**config.mk**
```make
export PLATFORM = sky130hd
export DESIGN_NAME = uirq_regs
export DESIGN_NICKNAME = d
export VERILOG_FILES = /design/src/hdl/uirq_regs.v
export VERILOG_INCLUDE_DIRS = /design/src /design/src/pkg
export SDC_FILE = /design/constraint.sdc
export NUM_CORES = 1
export LEC_CHECK = 0
export BUFFER_PORTS_ARGS = -buffer_cell sky130_fd_sc_hd__buf_4
export CAP_MARGIN = 20
export CORE_ASPECT_RATIO = 1.4
export CORE_MARGIN = 5
export CORE_UTILIZATION = 49
export DETAILED_ROUTE_END_ITERATION = 16
export PLACE_DENSITY = 0.84
export SETUP_SLACK_MARGIN = 0.1
export SYNTH_ARGS = -nofsm -noshare
export SYNTH_HDL_FRONTEND = slang
export SYNTH_HIERARCHICAL = 1
export SYNTH_SLANG_ARGS = --single-unit
```
**constraint.sdc**
```tcl
create_clock -name clk_sys -period 2.4 [get_ports clk_sys]
set_input_delay 0.48 -clock clk_sys [delete_from_list [all_inputs] [get_ports clk_sys]]
set_output_delay 0.48 -clock clk_sys [all_outputs]
set_load 0.02 [all_outputs]
```
**src/pkg/uirq_map.vh**
```
`ifndef UIRQ_MAP_VH
`define UIRQ_MAP_VH

// ==========================================================
// Register offsets
`define UIRQ_OFS_MASKED_STATUS 8'h08
`define UIRQ_OFS_ENABLE 8'h0c
`define UIRQ_OFS_CLEAR 8'h10
`define UIRQ_OFS_BAUD_DIVIDER 8'h14
`define UIRQ_OFS_AUTO_BAUD 8'h18
`define UIRQ_OFS_LINE_STATUS 8'h1c
`define UIRQ_OFS_FIFO_MEM_COUNT 8'h80
`define UIRQ_OFS_RX_FULL_THRESHOLD 8'h84

// ==========================================================
// Interrupt source bits
`define UIRQ_NUM_SRC 19
`define UIRQ_SRC_RX_FULL 0
`define UIRQ_SRC_TX_EMPTY 1
`define UIRQ_SRC_PARITY_ERR 2
`define UIRQ_SRC_FRAMING_ERR 3
`define UIRQ_SRC_RX_OVERFLOW 4
`define UIRQ_SRC_SET_READY_CHG 5
`define UIRQ_SRC_CLEAR_SEND_CHG 6
`define UIRQ_SRC_BREAK_SEEN 7
`define UIRQ_SRC_RX_TIMEOUT 8
`define UIRQ_SRC_FLOW_RESUME 9
`define UIRQ_SRC_FLOW_STOP 10
`define UIRQ_SRC_GLITCH 11
`define UIRQ_SRC_BREAK_DONE 12
`define UIRQ_SRC_BREAK_IDLE_DONE 13
`define UIRQ_SRC_TX_DONE 14
`define UIRQ_SRC_BUS_PARITY_ERR 15
`define UIRQ_SRC_BUS_FRAMING_ERR 16
`define UIRQ_SRC_BUS_CLASH 17
`define UIRQ_SRC_COMMAND_CHAR 18

// ==========================================================
// Field layouts
`define UIRQ_DIV_INT_LSB 0
`define UIRQ_DIV_INT_W 20
`define UIRQ_DIV_FRAC_LSB 20
`define UIRQ_DIV_FRAC_W 4
`define UIRQ_AB_EN_BIT 0
`define UIRQ_AB_FILT_LSB 8
`define UIRQ_AB_FILT_W 8
`define UIRQ_ST_TXD_BIT 31
`define UIRQ_ST_RTS_BIT 30
`define UIRQ_ST_DTR_BIT 29
`define UIRQ_ST_TX_STATE_LSB 24
`define UIRQ_ST_TX_CNT_LSB 16
`define UIRQ_ST_RXD_BIT 15
`define UIRQ_ST_CTS_BIT 14
`define UIRQ_ST_DSR_BIT 13
`define UIRQ_ST_RX_STATE_LSB 8
`define UIRQ_ST_RX_CNT_LSB 0
`define UIRQ_MEM_RX_LSB 0
`define UIRQ_MEM_TX_LSB 4
`define UIRQ_CNT_W 11

// ==========================================================
// Reset values
`define UIRQ_RST_DIV_INT 20'h00100
`define UIRQ_RST_DIV_FRAC 4'h0
`define UIRQ_RST_AB_FILT 8'h08
`define UIRQ_RST_AB_EN 1'b0
`define UIRQ_RST_FULL_THR 11'h080

// ==========================================================
// Bus responses
`define UIRQ_RESP_OKAY 2'b00
`define UIRQ_RESP_SLVERR 2'b10

`endif

```
**src/hdl/uirq_regs.v**
```verilog
`timescale 1ns/1ps
`include "uirq_map.vh"

module uirq_regs (
  input wire clk_sys,
  input wire srst,
  input wire [7:0] s_axi_awaddr,
  input wire s_axi_awvalid,
  output wire s_axi_awready,
  input wire [31:0] s_axi_wdata,
  input wire [3:0] s_axi_wstrb,
  input wire s_axi_wvalid,
  output wire s_axi_wready,
  output reg [1:0] s_axi_bresp,
  output reg s_axi_bvalid,
  input wire s_axi_bready,
  input wire [7:0] s_axi_araddr,
  input wire s_axi_arvalid,
  output wire s_axi_arready,
  output reg [31:0] s_axi_rdata,
  output reg [1:0] s_axi_rresp,
  output reg s_axi_rvalid,
  input wire s_axi_rready,
  input wire [18:0] raw_event_pulse,
  input wire rxd_level,
  input wire clear_to_send_level,
  input wire set_ready_level,
  input wire txd_level,
  input wire request_to_send_level,
  input wire terminal_ready_level,
  input wire [3:0] tx_state_code,
  input wire [3:0] rx_state_code,
  input wire [7:0] tx_fifo_cnt,
  input wire [2:0] tx_mem_cnt,
  input wire [7:0] rx_fifo_cnt,
  input wire [2:0] rx_mem_cnt,
  output wire irq,
  output wire [19:0] divider_integer,
  output wire [3:0] divider_fraction,
  output wire autobaud_en,
  output wire [7:0] pulse_reject_width,
  output wire rxd_filtered
);

  // ==========================================================
  // Storage
  wire [18:0] raw_q;
  reg [18:0] ena_q;
  reg [19:0] div_int_q;
  reg [3:0] div_frac_q;
  reg ab_en_q;
  reg [7:0] ab_filt_q;
  reg [10:0] full_thr_q;
  reg [7:0] aw_addr_q;
  reg aw_full_q;
  reg [31:0] w_data_q;
  reg [3:0] w_strb_q;
  reg w_full_q;
  reg filt_q;
  reg [7:0] filt_cnt_q;

  wire [18:0] masked;
  wire [10:0] rx_count;
  wire [31:0] wr_merge_word;
  wire [31:0] clr_word;
  wire wr_go;
  wire rd_go;
  wire wr_clear;
  wire rd_status;
  reg [18:0] clr_req;
  reg [18:0] clr_eff;
  reg [31:0] rd_word;
  reg rd_hit;
  reg wr_hit;

  // ==========================================================
  // Byte-lane merge
  function [31:0] merge_lanes;
    input [31:0] old_word;
    input [31:0] new_word;
    input [3:0] strb;
    integer i;
    begin
      merge_lanes = old_word;
      for (i = 0; i < 4; i = i + 1) begin
        if (strb[i]) begin
          merge_lanes[i*8 +: 8] = new_word[i*8 +: 8];
        end
      end
    end
  endfunction

  // ==========================================================
  // Write channel
  assign s_axi_awready = ~aw_full_q & ~s_axi_bvalid;
  assign s_axi_wready = ~w_full_q & ~s_axi_bvalid;
  assign wr_go = aw_full_q & w_full_q & ~s_axi_bvalid;

  always @(posedge clk_sys) begin
    if (srst) begin
      aw_full_q <= 1'b0;
      aw_addr_q <= 8'h00;
      w_full_q <= 1'b0;
      w_data_q <= 32'h0000_0000;
      w_strb_q <= 4'h0;
      s_axi_bvalid <= 1'b0;
      s_axi_bresp <= `UIRQ_RESP_OKAY;
    end else begin
      if (s_axi_awvalid && s_axi_awready) begin
        aw_full_q <= 1'b1;
        aw_addr_q <= s_axi_awaddr;
      end
      if (s_axi_wvalid && s_axi_wready) begin
        w_full_q <= 1'b1;
        w_data_q <= s_axi_wdata;
        w_strb_q <= s_axi_wstrb;
      end
      if (wr_go) begin
        aw_full_q <= 1'b0;
        w_full_q <= 1'b0;
        s_axi_bvalid <= 1'b1;
        s_axi_bresp <= wr_hit ? `UIRQ_RESP_OKAY : `UIRQ_RESP_SLVERR;
      end else if (s_axi_bvalid && s_axi_bready) begin
        s_axi_bvalid <= 1'b0;
      end
    end
  end

  always @* begin
    case (aw_addr_q)
      `UIRQ_OFS_MASKED_STATUS: wr_hit = 1'b1;
      `UIRQ_OFS_ENABLE: wr_hit = 1'b1;
      `UIRQ_OFS_CLEAR: wr_hit = 1'b1;
      `UIRQ_OFS_BAUD_DIVIDER: wr_hit = 1'b1;
      `UIRQ_OFS_AUTO_BAUD: wr_hit = 1'b1;
      `UIRQ_OFS_LINE_STATUS: wr_hit = 1'b1;
      `UIRQ_OFS_FIFO_MEM_COUNT: wr_hit = 1'b1;
      `UIRQ_OFS_RX_FULL_THRESHOLD: wr_hit = 1'b1;
      default: wr_hit = 1'b0;
    endcase
  end

  // ==========================================================
  // Control registers
  always @(posedge clk_sys) begin
    if (srst) begin
      ena_q <= 19'h00000;
      div_int_q <= `UIRQ_RST_DIV_INT;
      div_frac_q <= `UIRQ_RST_DIV_FRAC;
      ab_en_q <= `UIRQ_RST_AB_EN;
      ab_filt_q <= `UIRQ_RST_AB_FILT;
      full_thr_q <= `UIRQ_RST_FULL_THR;
    end else if (wr_go) begin
      case (aw_addr_q)
        `UIRQ_OFS_ENABLE: begin
          ena_q <= wr_merge_word[18:0];
        end
        `UIRQ_OFS_BAUD_DIVIDER: begin
          div_int_q <= wr_merge_word[`UIRQ_DIV_INT_LSB +: `UIRQ_DIV_INT_W];
          div_frac_q <= wr_merge_word[`UIRQ_DIV_FRAC_LSB +: `UIRQ_DIV_FRAC_W];
        end
        `UIRQ_OFS_AUTO_BAUD: begin
          ab_en_q <= wr_merge_word[`UIRQ_AB_EN_BIT];
          ab_filt_q <= wr_merge_word[`UIRQ_AB_FILT_LSB +: `UIRQ_AB_FILT_W];
        end
        `UIRQ_OFS_RX_FULL_THRESHOLD: begin
          full_thr_q <= wr_merge_word[10:0];
        end
        default: begin
          ena_q <= ena_q;
        end
      endcase
    end
  end

  reg [31:0] old_word;
  always @* begin
    old_word = 32'h0000_0000;
    case (aw_addr_q)
      `UIRQ_OFS_ENABLE: old_word = {13'h0000, ena_q};
      `UIRQ_OFS_BAUD_DIVIDER: old_word = {8'h00, div_frac_q, div_int_q};
      `UIRQ_OFS_AUTO_BAUD: old_word = {16'h0000, ab_filt_q, 7'h00, ab_en_q};
      `UIRQ_OFS_RX_FULL_THRESHOLD: old_word = {21'h000000, full_thr_q};
      default: old_word = 32'h0000_0000;
    endcase
  end

  assign wr_merge_word = merge_lanes(old_word, w_data_q, w_strb_q);

  // ==========================================================
  // Raw events, clears and interrupt
  assign rx_count = {rx_mem_cnt, rx_fifo_cnt};
  assign wr_clear = wr_go & (aw_addr_q == `UIRQ_OFS_CLEAR);
  assign rd_go = s_axi_arvalid & s_axi_arready;
  assign rd_status = rd_go & (s_axi_araddr == `UIRQ_OFS_MASKED_STATUS);
  assign clr_word = merge_lanes(32'h0000_0000, w_data_q, w_strb_q);

  always @* begin
    clr_req = 19'h00000;
    if (wr_clear) begin
      clr_req = clr_word[18:0];
    end
    if (rd_status) begin
      clr_req = clr_req | masked;
    end
    clr_eff = clr_req;
    if (rx_count != 11'h000) begin
      clr_eff[`UIRQ_SRC_RX_TIMEOUT] = 1'b0;
    end
    if (!(rx_count < full_thr_q)) begin
      clr_eff[`UIRQ_SRC_RX_FULL] = 1'b0;
    end
  end

  // One sticky flag per interrupt source
  genvar g;
  generate
    for (g = 0; g < `UIRQ_NUM_SRC; g = g + 1) begin : g_src
      uirq_sticky #(
        .RST_VAL(1'b0)
      ) i_sticky (
        .clk_sys(clk_sys),
        .srst(srst),
        .set_pulse(raw_event_pulse[g]),
        .clr_pulse(clr_eff[g]),
        .flag_q(raw_q[g])
      );
    end
  endgenerate

  assign masked = raw_q & ena_q;
  assign irq = |masked;

  // ==========================================================
  // Read channel
  assign s_axi_arready = ~s_axi_rvalid;

  always @* begin
    rd_word = 32'h0000_0000;
    rd_hit = 1'b1;
    case (s_axi_araddr)
      `UIRQ_OFS_MASKED_STATUS: rd_word = {13'h0000, masked};
      `UIRQ_OFS_ENABLE: rd_word = {13'h0000, ena_q};
      `UIRQ_OFS_CLEAR: rd_word = 32'h0000_0000;
      `UIRQ_OFS_BAUD_DIVIDER: rd_word = {8'h00, div_frac_q, div_int_q};
      `UIRQ_OFS_AUTO_BAUD: rd_word = {16'h0000, ab_filt_q, 7'h00, ab_en_q};
      `UIRQ_OFS_LINE_STATUS: begin
        rd_word[`UIRQ_ST_TXD_BIT] = txd_level;
        rd_word[`UIRQ_ST_RTS_BIT] = request_to_send_level;
        rd_word[`UIRQ_ST_DTR_BIT] = terminal_ready_level;
        rd_word[`UIRQ_ST_TX_STATE_LSB +: 4] = tx_state_code;
        rd_word[`UIRQ_ST_TX_CNT_LSB +: 8] = tx_fifo_cnt;
        rd_word[`UIRQ_ST_RXD_BIT] = rxd_level;
        rd_word[`UIRQ_ST_CTS_BIT] = clear_to_send_level;
        rd_word[`UIRQ_ST_DSR_BIT] = set_ready_level;
        rd_word[`UIRQ_ST_RX_STATE_LSB +: 4] = rx_state_code;
        rd_word[`UIRQ_ST_RX_CNT_LSB +: 8] = rx_fifo_cnt;
      end
      `UIRQ_OFS_FIFO_MEM_COUNT: begin
        rd_word[`UIRQ_MEM_RX_LSB +: 3] = rx_mem_cnt;
        rd_word[`UIRQ_MEM_TX_LSB +: 3] = tx_mem_cnt;
      end
      `UIRQ_OFS_RX_FULL_THRESHOLD: rd_word = {21'h000000, full_thr_q};
      default: rd_hit = 1'b0;
    endcase
  end

  always @(posedge clk_sys) begin
    if (srst) begin
      s_axi_rvalid <= 1'b0;
      s_axi_rdata <= 32'h0000_0000;
      s_axi_rresp <= `UIRQ_RESP_OKAY;
    end else if (rd_go) begin
      s_axi_rvalid <= 1'b1;
      s_axi_rdata <= rd_word;
      s_axi_rresp <= rd_hit ? `UIRQ_RESP_OKAY : `UIRQ_RESP_SLVERR;
    end else if (s_axi_rvalid && s_axi_rready) begin
      s_axi_rvalid <= 1'b0;
    end
  end

  // ==========================================================
  // Autobaud pulse filter
  always @(posedge clk_sys) begin
    if (srst) begin
      filt_q <= 1'b1;
      filt_cnt_q <= 8'h00;
    end else if (!ab_en_q || (rxd_level == filt_q)) begin
      filt_q <= rxd_level;
      filt_cnt_q <= 8'h00;
    end else if ((filt_cnt_q + 8'h01) >= ab_filt_q) begin
      filt_q <= rxd_level;
      filt_cnt_q <= 8'h00;
    end else begin
      filt_cnt_q <= filt_cnt_q + 8'h01;
    end
  end

  // ==========================================================
  // Outputs
  assign divider_integer = div_int_q;
  assign divider_fraction = div_frac_q;
  assign autobaud_en = ab_en_q;
  assign pulse_reject_width = ab_filt_q;
  assign rxd_filtered = filt_q;

endmodule // uirq_regs

// ==========================================================
// Sticky event flag
module uirq_sticky #(
  parameter RST_VAL = 1'b0
) (
  input wire clk_sys,
  input wire srst,
  input wire set_pulse,
  input wire clr_pulse,
  output reg flag_q
);

  // Set wins over a clear in the same cycle
  always @(posedge clk_sys) begin
    if (srst) begin
      flag_q <= RST_VAL;
    end else if (set_pulse) begin
      flag_q <= 1'b1;
    end else if (clr_pulse) begin
      flag_q <= 1'b0;
    end
  end

endmodule // uirq_sticky

```
==> results.py <==
metrics = {
    "run_status": {
        "outcome": "finished, final reports clean",
    },
    "drt": {
        "route.vias.total": 8399,
        "firstDrtPassIters": 6,
        "wire_per_inst_um": 19.1,
        "detailedRoute.firstIterationViolations": 885,
        "vias_per_cell": 6.07,
        "ant_nets": 0,
        "totalWireLength_mm": 26.4,
        "drc_errors": 0,
    },
    "layout": {
        "instances_no_fill": 1384,
        "fillers": 1417,
        "drive_gt1_frac": 0.256,
        "post-route-cell-area_um2": 10600,
        "final_net_count": 1301,
        "antenna_cells_inserted": 0,
        "area.growth.synth_to_final_pct": 27.0,
        "final_core_util": 0.630,
    },
    "clocking": {
        "clkSlewWorstSetupHoldPaths_ns": 0.07,
        "postCtsSetupRepairBufs": 0,
        "clk_root_buffer_cell": "clkbuf_16",
        "cts.sink_count": 163,
        "cts.path.max_buffers": 2,
        "later_pin_clock_latency_in_the_skew_report_ns": 0.42,
        "htree_num_levels": 4,
        "cts-hold-fix-buffers": 0,
        "cts_tree": "done",
        "numCtsBuffers": 17,
    },
    "synthesis": {
        "syn_inst": 999,
        "synth_ff_type": "dfxtp_1",
        "synthDominantAreaCellType": "dfxtp_1",
        "number_of_enable_type_register_cells_in_the_synthesized_netlist": 0,
        "postSynthAreaPerCell_um2": 8.32,
        "synth.top_cells.by_count": "dfxtp_1 (163), nand2_1 (116), a21oi_1 (89)",
        "yosys.cell_count.top_type": "dfxtp_1",
        "asyncSetResetFlopFracSynth": 0,
        "synth.cell_area_um2": 8310,
        "synth_sequential_area_ratio": 0.393,
        "synth_top_cell_area_share": 0.393,
        "post_synthesis_register_bit_count": 163,
        "synth.top_cells.by_area": "dfxtp_1 (39%), a21oi_1 (5.4%), nand2_1 (5.2%), nor2_1 (3.7%), a22oi_1 (3.3%)",
        "post_synth_num_cell_types": 74,
        "yosys_warnings": 6,
    },
    "sta": {
        "rsz0062_at_grt": "yes",
        "relSlewSlack": 0.403,
        "final-hold-violation-count": 0,
        "setup-violations-final": 0,
        "fin_hold_ws_ns": 0.233,
        "timing.setup.tns_ns": 0,
        "final-max-slew-violation-count": 0,
        "post-route-period-util": 0.918,
        "worst_setup_slack_after_layout_ns": 0.196,
        "period_minus_slack_ns": 2.20,
        "skew_ns": 0.00766,
        "tightestPinTransition_ns": 0.892,
        "max_clock_freq_mhz": 454,
    },
    "critical_path": {
        "family_of_cells_with_the_greatest_summed_delay_on_the_critical_path": "simple AND/OR/NAND/NOR gates",
        "cp_data_required_time_ns": 2.71,
        "timing.critical_path.arrival_ns": 2.51,
        "setup.worst_path.start_class": "flip-flop",
        "cp-end-kind": "flip-flop",
        "worst_path_cell_with_the_longest_stage_delay": "and3b_1",
        "worstPathCellList": "and3b_1 > and4_1 > and3_1 > a31oi_1 > a311oi_1 > nand2b_1 > a21oi_2",
        "regToRegStartpoint": "s_axi_bvalid$_SDFFE_PP0P_",
        "crit_path_max_incr_delay_ns": 0.45,
        "timing.critical_path.buf_inv": 0,
        "timing.reg2reg.worst_path_depth": 7,
        "timing.setup.critical_path_class": "reg -> reg",
        "critPathMaxFanout": 6,
        "end_of_the_worst_register_to_register_path": "g_src[0].i_sticky/flag_q$_SDFFE_PP0P_",
        "worst-r2r-setup-slack_ns": 0.20,
    },
    "global_routing": {
        "grt_start_max_net_pins": 37,
        "overflow": 0,
        "gr-usage-all-layers": 0.260,
        "grt_pass1_wl_mm": 41.4,
        "vias_in_the_first_global_route": 8140,
        "antenna_found_initial": 0,
    },
    "power": {
        "power.density_nw_per_um2": 617,
        "report.power.total_mw": 6.52,
        "leakage_power_figure_nw": 4.34,
        "max-vdd-ir-drop_uv": 390,
    },
    "die": {
        "top_level_pins": 190,
        "die_x_um": 120,
        "die-area_um2": 19700,
        "die_y_um": 164,
        "coreArea_um2": 16700,
        "floorplan.initialDensity": 0.496,
        "row_count": 56,
    },
    "placed_design": {
        "placement.io_buffers": 177,
        "detailedPlace.worstSlack_ns": 0.0803,
        "placed_cells_incl_taps": 1352,
        "place.detailed.hpwl_mm": 19.9,
        "finalWeightedCongestion": 0.961,
        "placement.cell_area_um2": 9890,
    },
    "hold_path": {
        "min_path_type": "in -> reg",
        "min_path_cells": 2,
        "min_from": "s_axi_rready",
        "timing.hold.worst_endpoint": "s_axi_rvalid$_SDFFE_PP0P_",
    },
    "job": {
        "drv_cap": 0,
    },
}
==> power breakdown <==
part,internal [mW],leakage [nW],switching (mW)
Combinational,0.299,2.70,0.421
Sequential,2.79,1.33,0.0880
Clock,1.70,0.306,1.22
==> state kept, by name, summed over array words and instances, names as in the netlist, 8 cells and up <==
| signal | count |
|---|---|
| s_axi_rdata | 31 |
| w_data_q | 24 |
| divider_integer | 20 |
| ena_q | 19 |
| g_src.i_sticky/flag_q | 19 |
| full_thr_q | 11 |
| aw_addr_q | 8 |
| filt_cnt_q | 8 |
| pulse_reject_width | 8 |
==> cells in the final DEF, fill, tap and decap left out, types with 19 or more instances in the layout <==
cell type,instances
a22oi_1,37
nor3_1,21
nand2_1,116
nor2_1,82
dfxtp_1,159
a21oi_2,19
ha_1,19
a21oi_1,89
inv_1,46
nand2b_1,24
o21ai_0,52
mux2i_1,26
buf_4,212
==> worst max path at each step <==
| stage | start | endpoint | slack (ns) | cells after the start |
|---|---|---|---|---|
| finish | s_axi_bvalid$_SDFFE_PP0P_ | g_src[0].i_sticky/flag_q$_SDFFE_PP0P_ | 0.20 | 7 |
| floorplan | filt_cnt_q[0]$_SDFF_PP0_ | filt_cnt_q[7]$_SDFF_PP0_ | 0.14 | 9 |
| CTS | filt_cnt_q[0]$_SDFF_PP0_ | filt_cnt_q[7]$_SDFF_PP0_ | 0.13 | 10 |
| detailed placement | filt_cnt_q[0]$_SDFF_PP0_ | filt_cnt_q[7]$_SDFF_PP0_ | 0.08 | 10 |
| global route | filt_cnt_q[0]$_SDFF_PP0_ | filt_cnt_q[7]$_SDFF_PP0_ | 0.09 | 10 |
| global placement | filt_cnt_q[0]$_SDFF_PP0_ | filt_cnt_q[7]$_SDFF_PP0_ | 0.15 | 10 |
==> layer usage <==
| layer | vias to the layer above | global-route usage | part of all wire |
|---|---|---|---|
| met2 | 454 | 0.435 | 0.48 |
| met5 | - | 0 | 0 |
| li1 | 3955 | - | - |
| met4 | 0 | 0.145 | 0.049 |
| met3 | 91 | 0.0468 | 0.080 |
| met1 | 3899 | 0.315 | 0.39 |
==> cell families after synthesis <==
group	after synthesis	synth area share
xor gates and xnor gates	9	0.00948
and+or+nand+nor	342	0.208
DFF	163	0.393
other	1	0.000451
buffers and inverters	111	0.0552
AOI/OAI and AO/OA	326	0.271
muxes	28	0.0340
adders and majority gates	19	0.0286
==> cell type report <==
type / instances / area, um^2 / area share
clock inverter: 14 / 190 / 0.0180
timing repair buffer: 213 / 1600 / 0.152
tap: 203 / 254 / 0.0241
sequential: 163 / 3270 / 0.310
inverter: 46 / 173 / 0.0164
clock buffer: 18 / 439 / 0.0416
multi-input combinational: 727 / 4630 / 0.439
==> repair_timing <==
item | CTS | global route
resized for setup | 3 | 8
pin swaps | 1 | 8
setup endpoints to repair | 10 | 11
(Power assumes the default switching activity.)
